## config.mk

```make
export PLATFORM = sky130hd
export DESIGN_NAME = aop_top
export DESIGN_NICKNAME = d
export VERILOG_FILES = /design/src/aop_pkg.sv /design/src/aop_top.sv
export VERILOG_INCLUDE_DIRS = /design/src /design/src/src
export SDC_FILE = /design/constraint.sdc
export NUM_CORES = 2
export LEC_CHECK = 0
export CAP_MARGIN = 20
export CELL_PAD_IN_SITES_DETAIL_PLACEMENT = 1
export CELL_PAD_IN_SITES_GLOBAL_PLACEMENT = 1
export CORE_MARGIN = 3
export CORE_UTILIZATION = 30
export CTS_BUF_LIST = sky130_fd_sc_hd__clkbuf_16
export DETAILED_ROUTE_END_ITERATION = 16
export DONT_BUFFER_PORTS = 1
export PLACE_DENSITY_LB_ADDON = 0.08
export SETUP_SLACK_MARGIN = 0.3
export SYNTH_ARGS = -nofsm -noshare
export SYNTH_HDL_FRONTEND = slang
export SYNTH_SLANG_ARGS = --single-unit
export TNS_END_PERCENT = 5
```

## constraint.sdc

```tcl
create_clock -name clk -period 31.8 [get_ports clk]
set_input_delay 3.18 -clock clk [delete_from_list [all_inputs] [get_ports clk]]
set_output_delay 3.18 -clock clk [all_outputs]
set_load 0.1 [all_outputs]
```

## src/aop_regs.svh

```systemverilog
// Purpose: register map, field positions, reset values and timing counts
// Assumes: 25 MHz core clock, APB byte addressing, one register per word
// Notes:   counts derive from times in their own units
`ifndef AOP_REGS_SVH
`define AOP_REGS_SVH
`define AOP_CLK_MHZ          25
// Register byte offsets
`define AOP_CTRL_OFS         12'h000
`define AOP_ZERO_OFS         12'h004
`define AOP_WPTR_OFS         12'h008
`define AOP_STAT_OFS         12'h00C
`define AOP_ZCD_OFS          12'h010
`define AOP_GAUSS_OFS        12'h014
// Control fields
`define AOP_CTRL_PEO_BIT     0
`define AOP_CTRL_PES_BIT     1
`define AOP_CTRL_SER15_BIT   2
`define AOP_CTRL_BAND_LSB    4
`define AOP_CTRL_FINE_LSB    7
`define AOP_CTRL_RST         32'h0000_0000
`define AOP_WPTR_RST         8'h00
// Times and derived cycle counts
`define AOP_REFRESH_NS       1000
`define AOP_REFRESH_CYC      (`AOP_REFRESH_NS * `AOP_CLK_MHZ / 1000)
`define AOP_LATENCY_US       10
`define AOP_LATENCY_STAGES   (`AOP_LATENCY_US * 1000 / `AOP_REFRESH_NS)
`define AOP_SNAP_MAX_NS      125
`define AOP_SNAP_MAX_CYC     (`AOP_SNAP_MAX_NS * `AOP_CLK_MHZ / 1000)
`define AOP_ZCD_US           32
`define AOP_ZCD_CYC          (`AOP_ZCD_US * `AOP_CLK_MHZ)
`define AOP_GAUSS_US         128
`define AOP_GAUSS_CYC        (`AOP_GAUSS_US * `AOP_CLK_MHZ)
`define AOP_INIT_US          100
`define AOP_INIT_CYC         (`AOP_INIT_US * `AOP_CLK_MHZ)
// PWM period: base 320 us, band step 40 us, fine step 2.5 us, both steps doubling per band
`define AOP_PWM_BASE_US      320
`define AOP_PWM_BASE_CYC     (`AOP_PWM_BASE_US * `AOP_CLK_MHZ)
`define AOP_PWM_BAND_US      40
`define AOP_PWM_BAND_CYC     (`AOP_PWM_BAND_US * `AOP_CLK_MHZ)
`define AOP_PWM_FINE_NS      2500
`define AOP_PWM_FINE2_CYC    (2 * `AOP_PWM_FINE_NS * `AOP_CLK_MHZ / 1000)
`define AOP_SER_BITS         16
`endif

```

## src/aop_pkg.sv

```systemverilog
// Purpose: shared types of the angle output block
// Assumes: constants live in aop_regs.svh
// Notes:   init sequencer states are Gray coded along the path
package aop_pkg;
    typedef enum logic [1:0] {
        AOP_ST_LOAD = 2'b00,
        AOP_ST_WAIT = 2'b01,
        AOP_ST_RUN  = 2'b11
    } aop_init_st_t;
    typedef logic [14:0] aop_angle_t;
endpackage

```

## src/aop_top.sv

```systemverilog
// Purpose: angle refresh, serial snapshot, PWM generation and power-up reload
// Assumes: raw angle, zcd, gauss and fault inputs come from same-clock logic
// Notes:   serial pins are asynchronous and pass two flip-flops first
`include "aop_regs.svh"
module aop_top
    import aop_pkg::*;
#(
    parameter int PWM_BASE_CYC = `AOP_PWM_BASE_CYC,
    parameter int INIT_CYC     = `AOP_INIT_CYC,
    parameter int LAT_STAGES   = `AOP_LATENCY_STAGES
) (
    // Clock, reset, enable
    input  wire logic        clk,
    input  wire logic        rst,
    input  wire logic        clkEn,
    // APB slave
    input  wire logic [11:0] paddr,
    input  wire logic        psel,
    input  wire logic        penable,
    input  wire logic        pwrite,
    input  wire logic [31:0] pwdata,
    output logic      [31:0] prdata,
    output logic             pready,
    output logic             pslverr,
    // Data path and nonvolatile shadow source
    input  wire logic [14:0] rawAngle,
    input  wire logic [14:0] zcdIn,
    input  wire logic [15:0] gaussIn,
    input  wire logic [11:0] faultIn,
    input  wire logic [14:0] nvmZeroOffset,
    input  wire logic [31:0] nvmCtrl,
    // Serial pins
    input  wire logic        csN,
    input  wire logic        sclk,
    output logic             miso,
    output logic             misoOe,
    // PWM pin
    output logic             pwmOut,
    output logic             pwmOe,
    // Incremental and commutation feed
    output logic [14:0]      incAngle,
    output logic             incUpdate,
    output logic             initDone
);
    // Highest-priority active fault; bit 0 is the watchdog fault
    function automatic logic [3:0] faultIndex(input logic [11:0] f);
        logic [3:0] idx;
        idx = 4'hF;
        for (int i = 11; i >= 0; i--) begin
            if (f[i]) begin
                idx = 4'(i);
            end
        end
        return idx;
    endfunction

    aop_init_st_t st_q;
    logic [31:0]  ctrl_q;
    aop_angle_t   zero_q;
    logic [7:0]   wptr_q;
    logic [14:0]  zcd_q;
    logic [15:0]  gauss_q;
    logic [18:0]  initCnt_q;
    logic [4:0]   refCnt_q;
    logic [9:0]   zcdCnt_q;
    logic [11:0]  gaussCnt_q;
    aop_angle_t   pipe_q [LAT_STAGES];
    aop_angle_t   angle_q;
    logic         refTick;
    logic         running;

    assign running = (st_q == AOP_ST_RUN);
    assign refTick = (refCnt_q == 5'(`AOP_REFRESH_CYC - 1));

    // Power-up sequencer: load shadows, wait out the init time, run
    always_ff @(posedge clk) begin
        if (rst) begin
            st_q      <= AOP_ST_LOAD;
            initCnt_q <= 19'h00000;
        end else if (clkEn) begin
            case (st_q)
                AOP_ST_LOAD: begin
                    st_q <= AOP_ST_WAIT;
                end
                AOP_ST_WAIT: begin
                    initCnt_q <= initCnt_q + 19'h00001;
                    if (initCnt_q == 19'(INIT_CYC - 1)) begin
                        st_q <= AOP_ST_RUN;
                    end
                end
                AOP_ST_RUN: begin
                    st_q <= AOP_ST_RUN;
                end
                default: begin
                    st_q <= AOP_ST_LOAD;
                end
            endcase
        end
    end

    // APB handshake: one wait state; a write lands on the completing edge only
    logic        apbWr;
    logic        apbHit;
    always_comb begin
        apbWr  = psel && penable && pwrite && pready;
        apbHit = (paddr == `AOP_CTRL_OFS) || (paddr == `AOP_ZERO_OFS) ||
                 (paddr == `AOP_WPTR_OFS) || (paddr == `AOP_STAT_OFS) ||
                 (paddr == `AOP_ZCD_OFS) || (paddr == `AOP_GAUSS_OFS);
    end

    // Configuration registers; shadows reload from nonvolatile copy at power-up
    always_ff @(posedge clk) begin
        if (rst) begin
            ctrl_q <= `AOP_CTRL_RST;
            zero_q <= 15'h0000;
            wptr_q <= `AOP_WPTR_RST;
        end else if (clkEn) begin
            if (st_q == AOP_ST_LOAD) begin
                ctrl_q <= nvmCtrl;
                zero_q <= nvmZeroOffset;
                wptr_q <= `AOP_WPTR_RST;
            end else if (apbWr) begin
                case (paddr)
                    `AOP_CTRL_OFS: ctrl_q <= pwdata;
                    `AOP_ZERO_OFS: zero_q <= pwdata[14:0];
                    `AOP_WPTR_OFS: wptr_q <= pwdata[7:0];
                    default:       ctrl_q <= ctrl_q;
                endcase
            end
        end
    end

    // Read path; unmapped addresses answer zero with an error
    always_ff @(posedge clk) begin
        if (rst) begin
            prdata  <= 32'h0000_0000;
            pready  <= 1'b0;
            pslverr <= 1'b0;
        end else if (clkEn) begin
            pready  <= psel && penable && !pready;
            pslverr <= psel && penable && !pready && !apbHit;
            prdata  <= 32'h0000_0000;
            if (psel && penable && !pready && !pwrite) begin
                case (paddr)
                    `AOP_CTRL_OFS:  prdata <= ctrl_q;
                    `AOP_ZERO_OFS:  prdata <= {17'h00000, zero_q};
                    `AOP_WPTR_OFS:  prdata <= {24'h000000, wptr_q};
                    `AOP_STAT_OFS:  prdata <= {12'h000, faultIndex(faultIn),
                                               initDone, angle_q};
                    `AOP_ZCD_OFS:   prdata <= {17'h00000, zcd_q};
                    `AOP_GAUSS_OFS: prdata <= {16'h0000, gauss_q};
                    default:        prdata <= 32'h0000_0000;
                endcase
            end
        end
    end

    // Refresh timers for angle, zero-crossing and field-strength values
    always_ff @(posedge clk) begin
        if (rst) begin
            refCnt_q   <= 5'h00;
            zcdCnt_q   <= 10'h000;
            gaussCnt_q <= 12'h000;
            zcd_q      <= 15'h0000;
            gauss_q    <= 16'h0000;
        end else if (clkEn && running) begin
            refCnt_q <= refTick ? 5'h00 : refCnt_q + 5'h01;
            if (zcdCnt_q == 10'(`AOP_ZCD_CYC - 1)) begin
                zcdCnt_q <= 10'h000;
                zcd_q    <= zcdIn;
            end else begin
                zcdCnt_q <= zcdCnt_q + 10'h001;
            end
            if (gaussCnt_q == 12'(`AOP_GAUSS_CYC - 1)) begin
                gaussCnt_q <= 12'h000;
                gauss_q    <= gaussIn;
            end else begin
                gaussCnt_q <= gaussCnt_q + 12'h001;
            end
        end
    end

    generate
        for (genvar g = 0; g < LAT_STAGES; g++) begin : g_lat
            always_ff @(posedge clk) begin
                if (rst) begin
                    pipe_q[g] <= 15'h0000;
                end else if (clkEn && running && refTick) begin
                    pipe_q[g] <= (g == 0) ? rawAngle : pipe_q[(g == 0) ? 0 : g - 1];
                end
            end
        end
    endgenerate

    // Angle register and incremental feed; zero reference applied here
    always_ff @(posedge clk) begin
        if (rst) begin
            angle_q   <= 15'h0000;
            incAngle  <= 15'h0000;
            incUpdate <= 1'b0;
            initDone  <= 1'b0;
        end else if (clkEn) begin
            initDone  <= running;
            incUpdate <= 1'b0;
            if (running && refTick) begin
                angle_q <= pipe_q[LAT_STAGES - 1] - zero_q;
                if ((pipe_q[LAT_STAGES - 1] - zero_q) != incAngle) begin
                    incAngle  <= pipe_q[LAT_STAGES - 1] - zero_q;
                    incUpdate <= 1'b1;
                end
            end
        end
    end

    // Serial pin synchronisers
    logic [1:0]  csSync_q;
    logic [1:0]  sclkSync_q;
    logic        csOld_q;
    logic        sclkOld_q;
    logic [14:0] shift_q;
    logic [4:0]  bitCnt_q;
    logic [14:0] serWord;
    always_ff @(posedge clk) begin
        if (rst) begin
            csSync_q   <= 2'b11;
            sclkSync_q <= 2'b11;
            csOld_q    <= 1'b1;
            sclkOld_q  <= 1'b1;
        end else if (clkEn) begin
            csSync_q   <= {csSync_q[0], csN};
            sclkSync_q <= {sclkSync_q[0], sclk};
            csOld_q    <= csSync_q[1];
            sclkOld_q  <= sclkSync_q[1];
        end
    end

    always_comb begin
        if (ctrl_q[`AOP_CTRL_SER15_BIT]) begin
            serWord = angle_q;
        end else begin
            serWord = {faultIn != 12'h000, !initDone, ^angle_q[14:3], angle_q[14:3]};
        end
    end

    // Snapshot on select fall, shift on the first 15 falling serial clocks of a frame
    always_ff @(posedge clk) begin
        if (rst) begin
            shift_q  <= 15'h0000;
            bitCnt_q <= 5'h00;
            miso     <= 1'b0;
            misoOe   <= 1'b0;
        end else if (clkEn) begin
            misoOe <= !csSync_q[1];
            if (csOld_q && !csSync_q[1]) begin
                shift_q  <= serWord;
                bitCnt_q <= 5'h00;
                miso     <= 1'b0;
            end else if (!csSync_q[1] && sclkOld_q && !sclkSync_q[1] &&
                         bitCnt_q < 5'(`AOP_SER_BITS - 1)) begin
                miso     <= shift_q[14];
                shift_q  <= {shift_q[13:0], 1'b0};
                bitCnt_q <= bitCnt_q + 5'h01;
            end
        end
    end

    // PWM period from band and fine fields
    logic [2:0]  band;
    logic [3:0]  fine;
    logic [19:0] basePer;
    logic [19:0] nextPer;
    logic [3:0]  errIdx;
    logic        errShow;
    logic [39:0] hiWide;
    logic [19:0] nextHi;
    logic [19:0] per_q;
    logic [19:0] hi_q;
    logic [19:0] cnt_q;
    logic        errLat_q;

    always_comb begin
        band   = ctrl_q[`AOP_CTRL_BAND_LSB +: 3];
        fine   = ctrl_q[`AOP_CTRL_FINE_LSB +: 4];
        errIdx = faultIndex(faultIn);
        errShow = ctrl_q[`AOP_CTRL_PEO_BIT] && (errIdx != 4'hF);
        basePer = 20'(PWM_BASE_CYC - `AOP_PWM_BAND_CYC) +
                  (20'(`AOP_PWM_BAND_CYC) << band) +
                  20'((20'(`AOP_PWM_FINE2_CYC * fine) << band) >> 1);
        nextPer = basePer;
        hiWide  = 40'h00_0000_0000;
        if (errShow && ctrl_q[`AOP_CTRL_PES_BIT]) begin
            nextPer = basePer << 1;
            hiWide  = (40'(nextPer) * (40'd40 + 40'd45 * 40'(errIdx))) / 40'd800;
        end else begin
            hiWide  = (40'(nextPer) * (40'd20480 + 40'd90 * 40'(angle_q[14:3])))
                      / 40'd409600;
        end
        nextHi = hiWide[19:0];
    end

    // Period counter; new period and duty take effect only at a rising edge
    always_ff @(posedge clk) begin
        if (rst) begin
            // Start at the wrap point so the first period loads a real duty
            cnt_q    <= 20'(PWM_BASE_CYC - 1);
            per_q    <= 20'(PWM_BASE_CYC);
            hi_q     <= 20'h00000;
            errLat_q <= 1'b0;
        end else if (clkEn && running) begin
            if (cnt_q >= per_q - 20'h00001) begin
                cnt_q    <= 20'h00000;
                per_q    <= nextPer;
                hi_q     <= nextHi;
                errLat_q <= errShow;
            end else begin
                cnt_q <= cnt_q + 20'h00001;
            end
        end
    end

    // Pin drive; duty never reaches 0% or 100% since hi lies inside the period
    always_ff @(posedge clk) begin
        if (rst) begin
            pwmOut <= 1'b0;
            pwmOe  <= 1'b0;
        end else if (clkEn) begin
            pwmOut <= running && (cnt_q < hi_q);
            pwmOe  <= running && !(errLat_q && !ctrl_q[`AOP_CTRL_PES_BIT]);
        end
    end

endmodule // aop_top

```

==> results.json <==
{
  "status": "finished clean",
  "vias": 44400,
  "path_max_fanout": 14,
  "period_share": 0.917,
  "avgViaCountPerCell": 5.25,
  "cts_tree": "done",
  "min_period_ns": 29.18,
  "h-tree-depth": 2,
  "areaGrowthSynthToFinish_pct": 8.27,
  "io_pins": 212,
  "cp.arrival_ns": 29.69,
  "ys_seq_elements": 441,
  "regArea_um2": 10300,
  "cts.repair.resized": 0,
  "grt_max_degree": 266,
  "synth_edf_count": 150,
  "gp_congestion": 0.821,
  "multi_input_area_um2": 38700,
  "clock_sinks": 441,
  "fillCellCount": 20600,
  "initial_core_util": 0.303,
  "yosysSeqAreaShare": 0.197,
  "die_area_um2": 180000,
  "fp.dieH_um": 424,
  "clkLatencyLatePin_ns": 0.61,
  "max_clock_freq_mhz": 34.3,
  "startpoint_type": "flop",
  "rows": 152,
  "cts_setup_buffers": 0,
  "critPathTopFamily": "compound AO/OA/AOI/OAI gates",
  "synth_fp_nets": 7269,
  "dp_hpwl_mm": 146,
  "holdBufCountCts": 0,
  "worst_path_max_delay_cell": "a221oi_2",
  "worst-setup-path-type": "flop to flop",
  "grt_pass1_wl_mm": 289,
  "cts_buffers": 49,
  "clkSlewWorstSetupHoldPaths_ns": 0.06,
  "antenna_found_initial": 8,
  "coreArea_um2": 173000,
  "drt_iter0_drc": 2385,
  "syn_area_per_cell_um2": 8.37,
  "drive_gt1_frac": 0.0618,
  "grt_pass1_vias": 46100,
  "fin_nets": 7116,
  "post-route-drc-count": 0,
  "synth-main-ff-cell": "dfxtp_1",
  "synthesis.area_um2": 52400,
  "final-setup-viol-count": 0,
  "first_pass_iters": 6,
  "cts_buffer_depth": 3,
  "ant_nets": 0,
  "wire_per_inst_um": 22.0,
  "fin_setup_tns_ns": 0,
  "synth_cells": 6258,
  "yosysWarnings": 0,
  "cp.buffers_inverters": 7,
  "async_reset_ff_frac": 0,
  "cp.required_ns": 32.32,
  "slowest_delay_ns": 0.86,
  "report.final.slew_viol_count": 0,
  "max_slew.worst_pin.slew_ns": 1.14,
  "report.final.hold_viol_count": 0,
  "grt-ovfl-total": 0,
  "cp-end-kind": "flop",
  "finalClockSkew_ns": 0.0217,
  "cap_violations": 0,
  "wl_mm": 186,
  "port_buffers": 0,
  "ys_types": 145,
  "grt_usage": 0.204,
  "slew_headroom": 0.236,
  "rsz0062_at_grt": "false",
  "die_w_um": 424,
  "clockRootBuffer": "clkbuf_16",
  "hp-class": "flop to flop"
}
==> final timing paths <==
check / startpoint / to / slack [ns] / cells after the start
hold reg to reg: hi_q[5]$_SDFFE_PP0P_ / hi_q[5]$_SDFFE_PP0P_ / 0.45 / 2
setup / recovery: ctrl_q[8]$_SDFFE_PP0P_ / hi_q[0]$_SDFFE_PP0P_ / 2.62 / 92
hold / removal: hi_q[5]$_SDFFE_PP0P_ / hi_q[5]$_SDFFE_PP0P_ / 0.45 / 2
setup reg to reg: ctrl_q[8]$_SDFFE_PP0P_ / hi_q[0]$_SDFFE_PP0P_ / 2.62 / 92
==> kinds of logic (layout without fill, tap and decap cells) <==
group | Yosys count | in the layout | synth area share
other cells | 0 | 3 | 0
mux | 119 | 119 | 0.0239
compound gates | 1396 | 1396 | 0.186
fa+ha+maj | 865 | 865 | 0.273
xor+xnor | 310 | 310 | 0.0530
flops | 441 | 441 | 0.197
buf+inv | 955 | 841 | 0.0708
simple gates | 2172 | 2172 | 0.196
==> cell type report <==
cell class	instances	area share
tap	2310	0.0509
clock buffer	50	0.0221
clock inverter	40	0.00613
inverter	641	0.0424
sequential	441	0.182
antenna	3	0.000132
timing repair buffer	110	0.0149
multi-input combinational	4862	0.681
==> routing by layer <==
layer / share of wire / GRT usage / vias up
met3: 0.026 / 0.0155 / 120
met4: 0.012 / 0.0255 / 0
met1: 0.50 / 0.302 / 22600
li1: - / - / 21100
met2: 0.46 / 0.332 / 561
met5: 0 / 0 / -
==> synthesized netlist by cell type, drive strengths merged (20+ instances only) <==
cell	number	area [µm²]
and2	261	1640
xnor2	186	1670
a211oi	106	866
fa	470	9410
nand2	664	2500
a211o	31	272
nor4	39	263
o22ai	26	163
buf	64	355
o21bai	44	345
a21o	79	594
o211ai	58	450
o31ai	31	248
a31oi	54	338
o21ai	221	1130
clkbuf	249	937
or2	38	240
a21oi	379	1970
inv	638	2390
edfxtp	150	4500
mux2i	99	1020
and3	61	382
mux2	20	233
nand4	45	288
ha	384	4800
o2111ai	21	190
xor2	123	1080
nor3	92	480
o21a	46	354
nand2b	75	472
a311oi	29	260
a22oi	66	495
or3	29	181
dfxtp	291	5830
nor2b	51	319
nand3	115	581
nor2	646	2440
==> flip-flops by register name, summed over array words and instances, names as in the netlist, 10 cells and up <==
| name | flops |
|---|---|
| zero_q | 15 |
| incAngle | 15 |
| hi_q | 20 |
| gauss_q | 16 |
| angle_q | 15 |
| initCnt_q | 19 |
| per_q | 20 |
| gaussCnt_q | 12 |
| prdata | 32 |
| ctrl_q | 32 |
| pipe_q | 150 |
| zcd_q | 15 |
| zcdCnt_q | 10 |
| shift_q | 15 |
| cnt_q | 20 |
==> worst register-to-register path, delay by kind of cell (launching register included) <==
kind | cells | cell delay [ns]
adder cells (fa/ha/maj) | 13 | 6.25
multiplexers | 4 | 1.49
buffers and inverters | 7 | 0.77
AND/OR/NAND/NOR | 17 | 4.28
XOR/XNOR | 3 | 1.26
flip-flops | 1 | 0.46
AO/OA/AOI/OAI | 48 | 14.58
==> per-stage QoR <==
| step | util | area, µm² | hold slack (ns) | setup WS, ns | instances |
|---|---|---|---|---|---|
| after floorplan | - | 52400 | 0.428 | 8.66 | 6258 |
| after global placement | 0.319 | 55000 | 0.439 | 1.66 | 8350 |
| after detailed placement | 0.319 | 55000 | 0.444 | 2.06 | 8355 |
| after CTS | 0.328 | 56600 | 0.453 | 1.94 | 8445 |
| after global routing | 0.329 | 56700 | 0.468 | 0.399 | 8454 |
| final | 0.329 | 56700 | 0.453 | 2.62 | 8457 |
==> cell usage in the layout, fill, tap and decap left out, types with 29 or more instances in the layout <==
master / Yosys / routed
a211o_1: 31 / 31
a211oi_1: 95 / 95
a21o_1: 78 / 78
a21oi_1: 366 / 366
a22oi_1: 66 / 66
a31oi_1: 54 / 53
and2_1: 257 / 257
and3_1: 61 / 60
buf_4: 13 / 107
clkbuf_16: 0 / 50
dfxtp_1: 291 / 291
edfxtp_1: 150 / 150
fa_1: 470 / 470
ha_1: 384 / 384
inv_1: 636 / 651
mux2i_1: 93 / 93
nand2_1: 661 / 660
nand2b_1: 74 / 73
nand3_1: 114 / 113
nand4_1: 44 / 44
nor2_1: 644 / 638
nor2b_1: 51 / 50
nor3_1: 88 / 86
nor4_1: 36 / 35
o211ai_1: 55 / 55
o21a_1: 44 / 44
o21ai_0: 172 / 171
o21ai_1: 43 / 44
o21bai_1: 42 / 42
or3_1: 29 / 29
xnor2_1: 182 / 166
xor2_1: 122 / 118
Power is left out: the tool's default activity adds up to more than one toggle a clock period on the data nets, which glitch-free logic cannot reach.
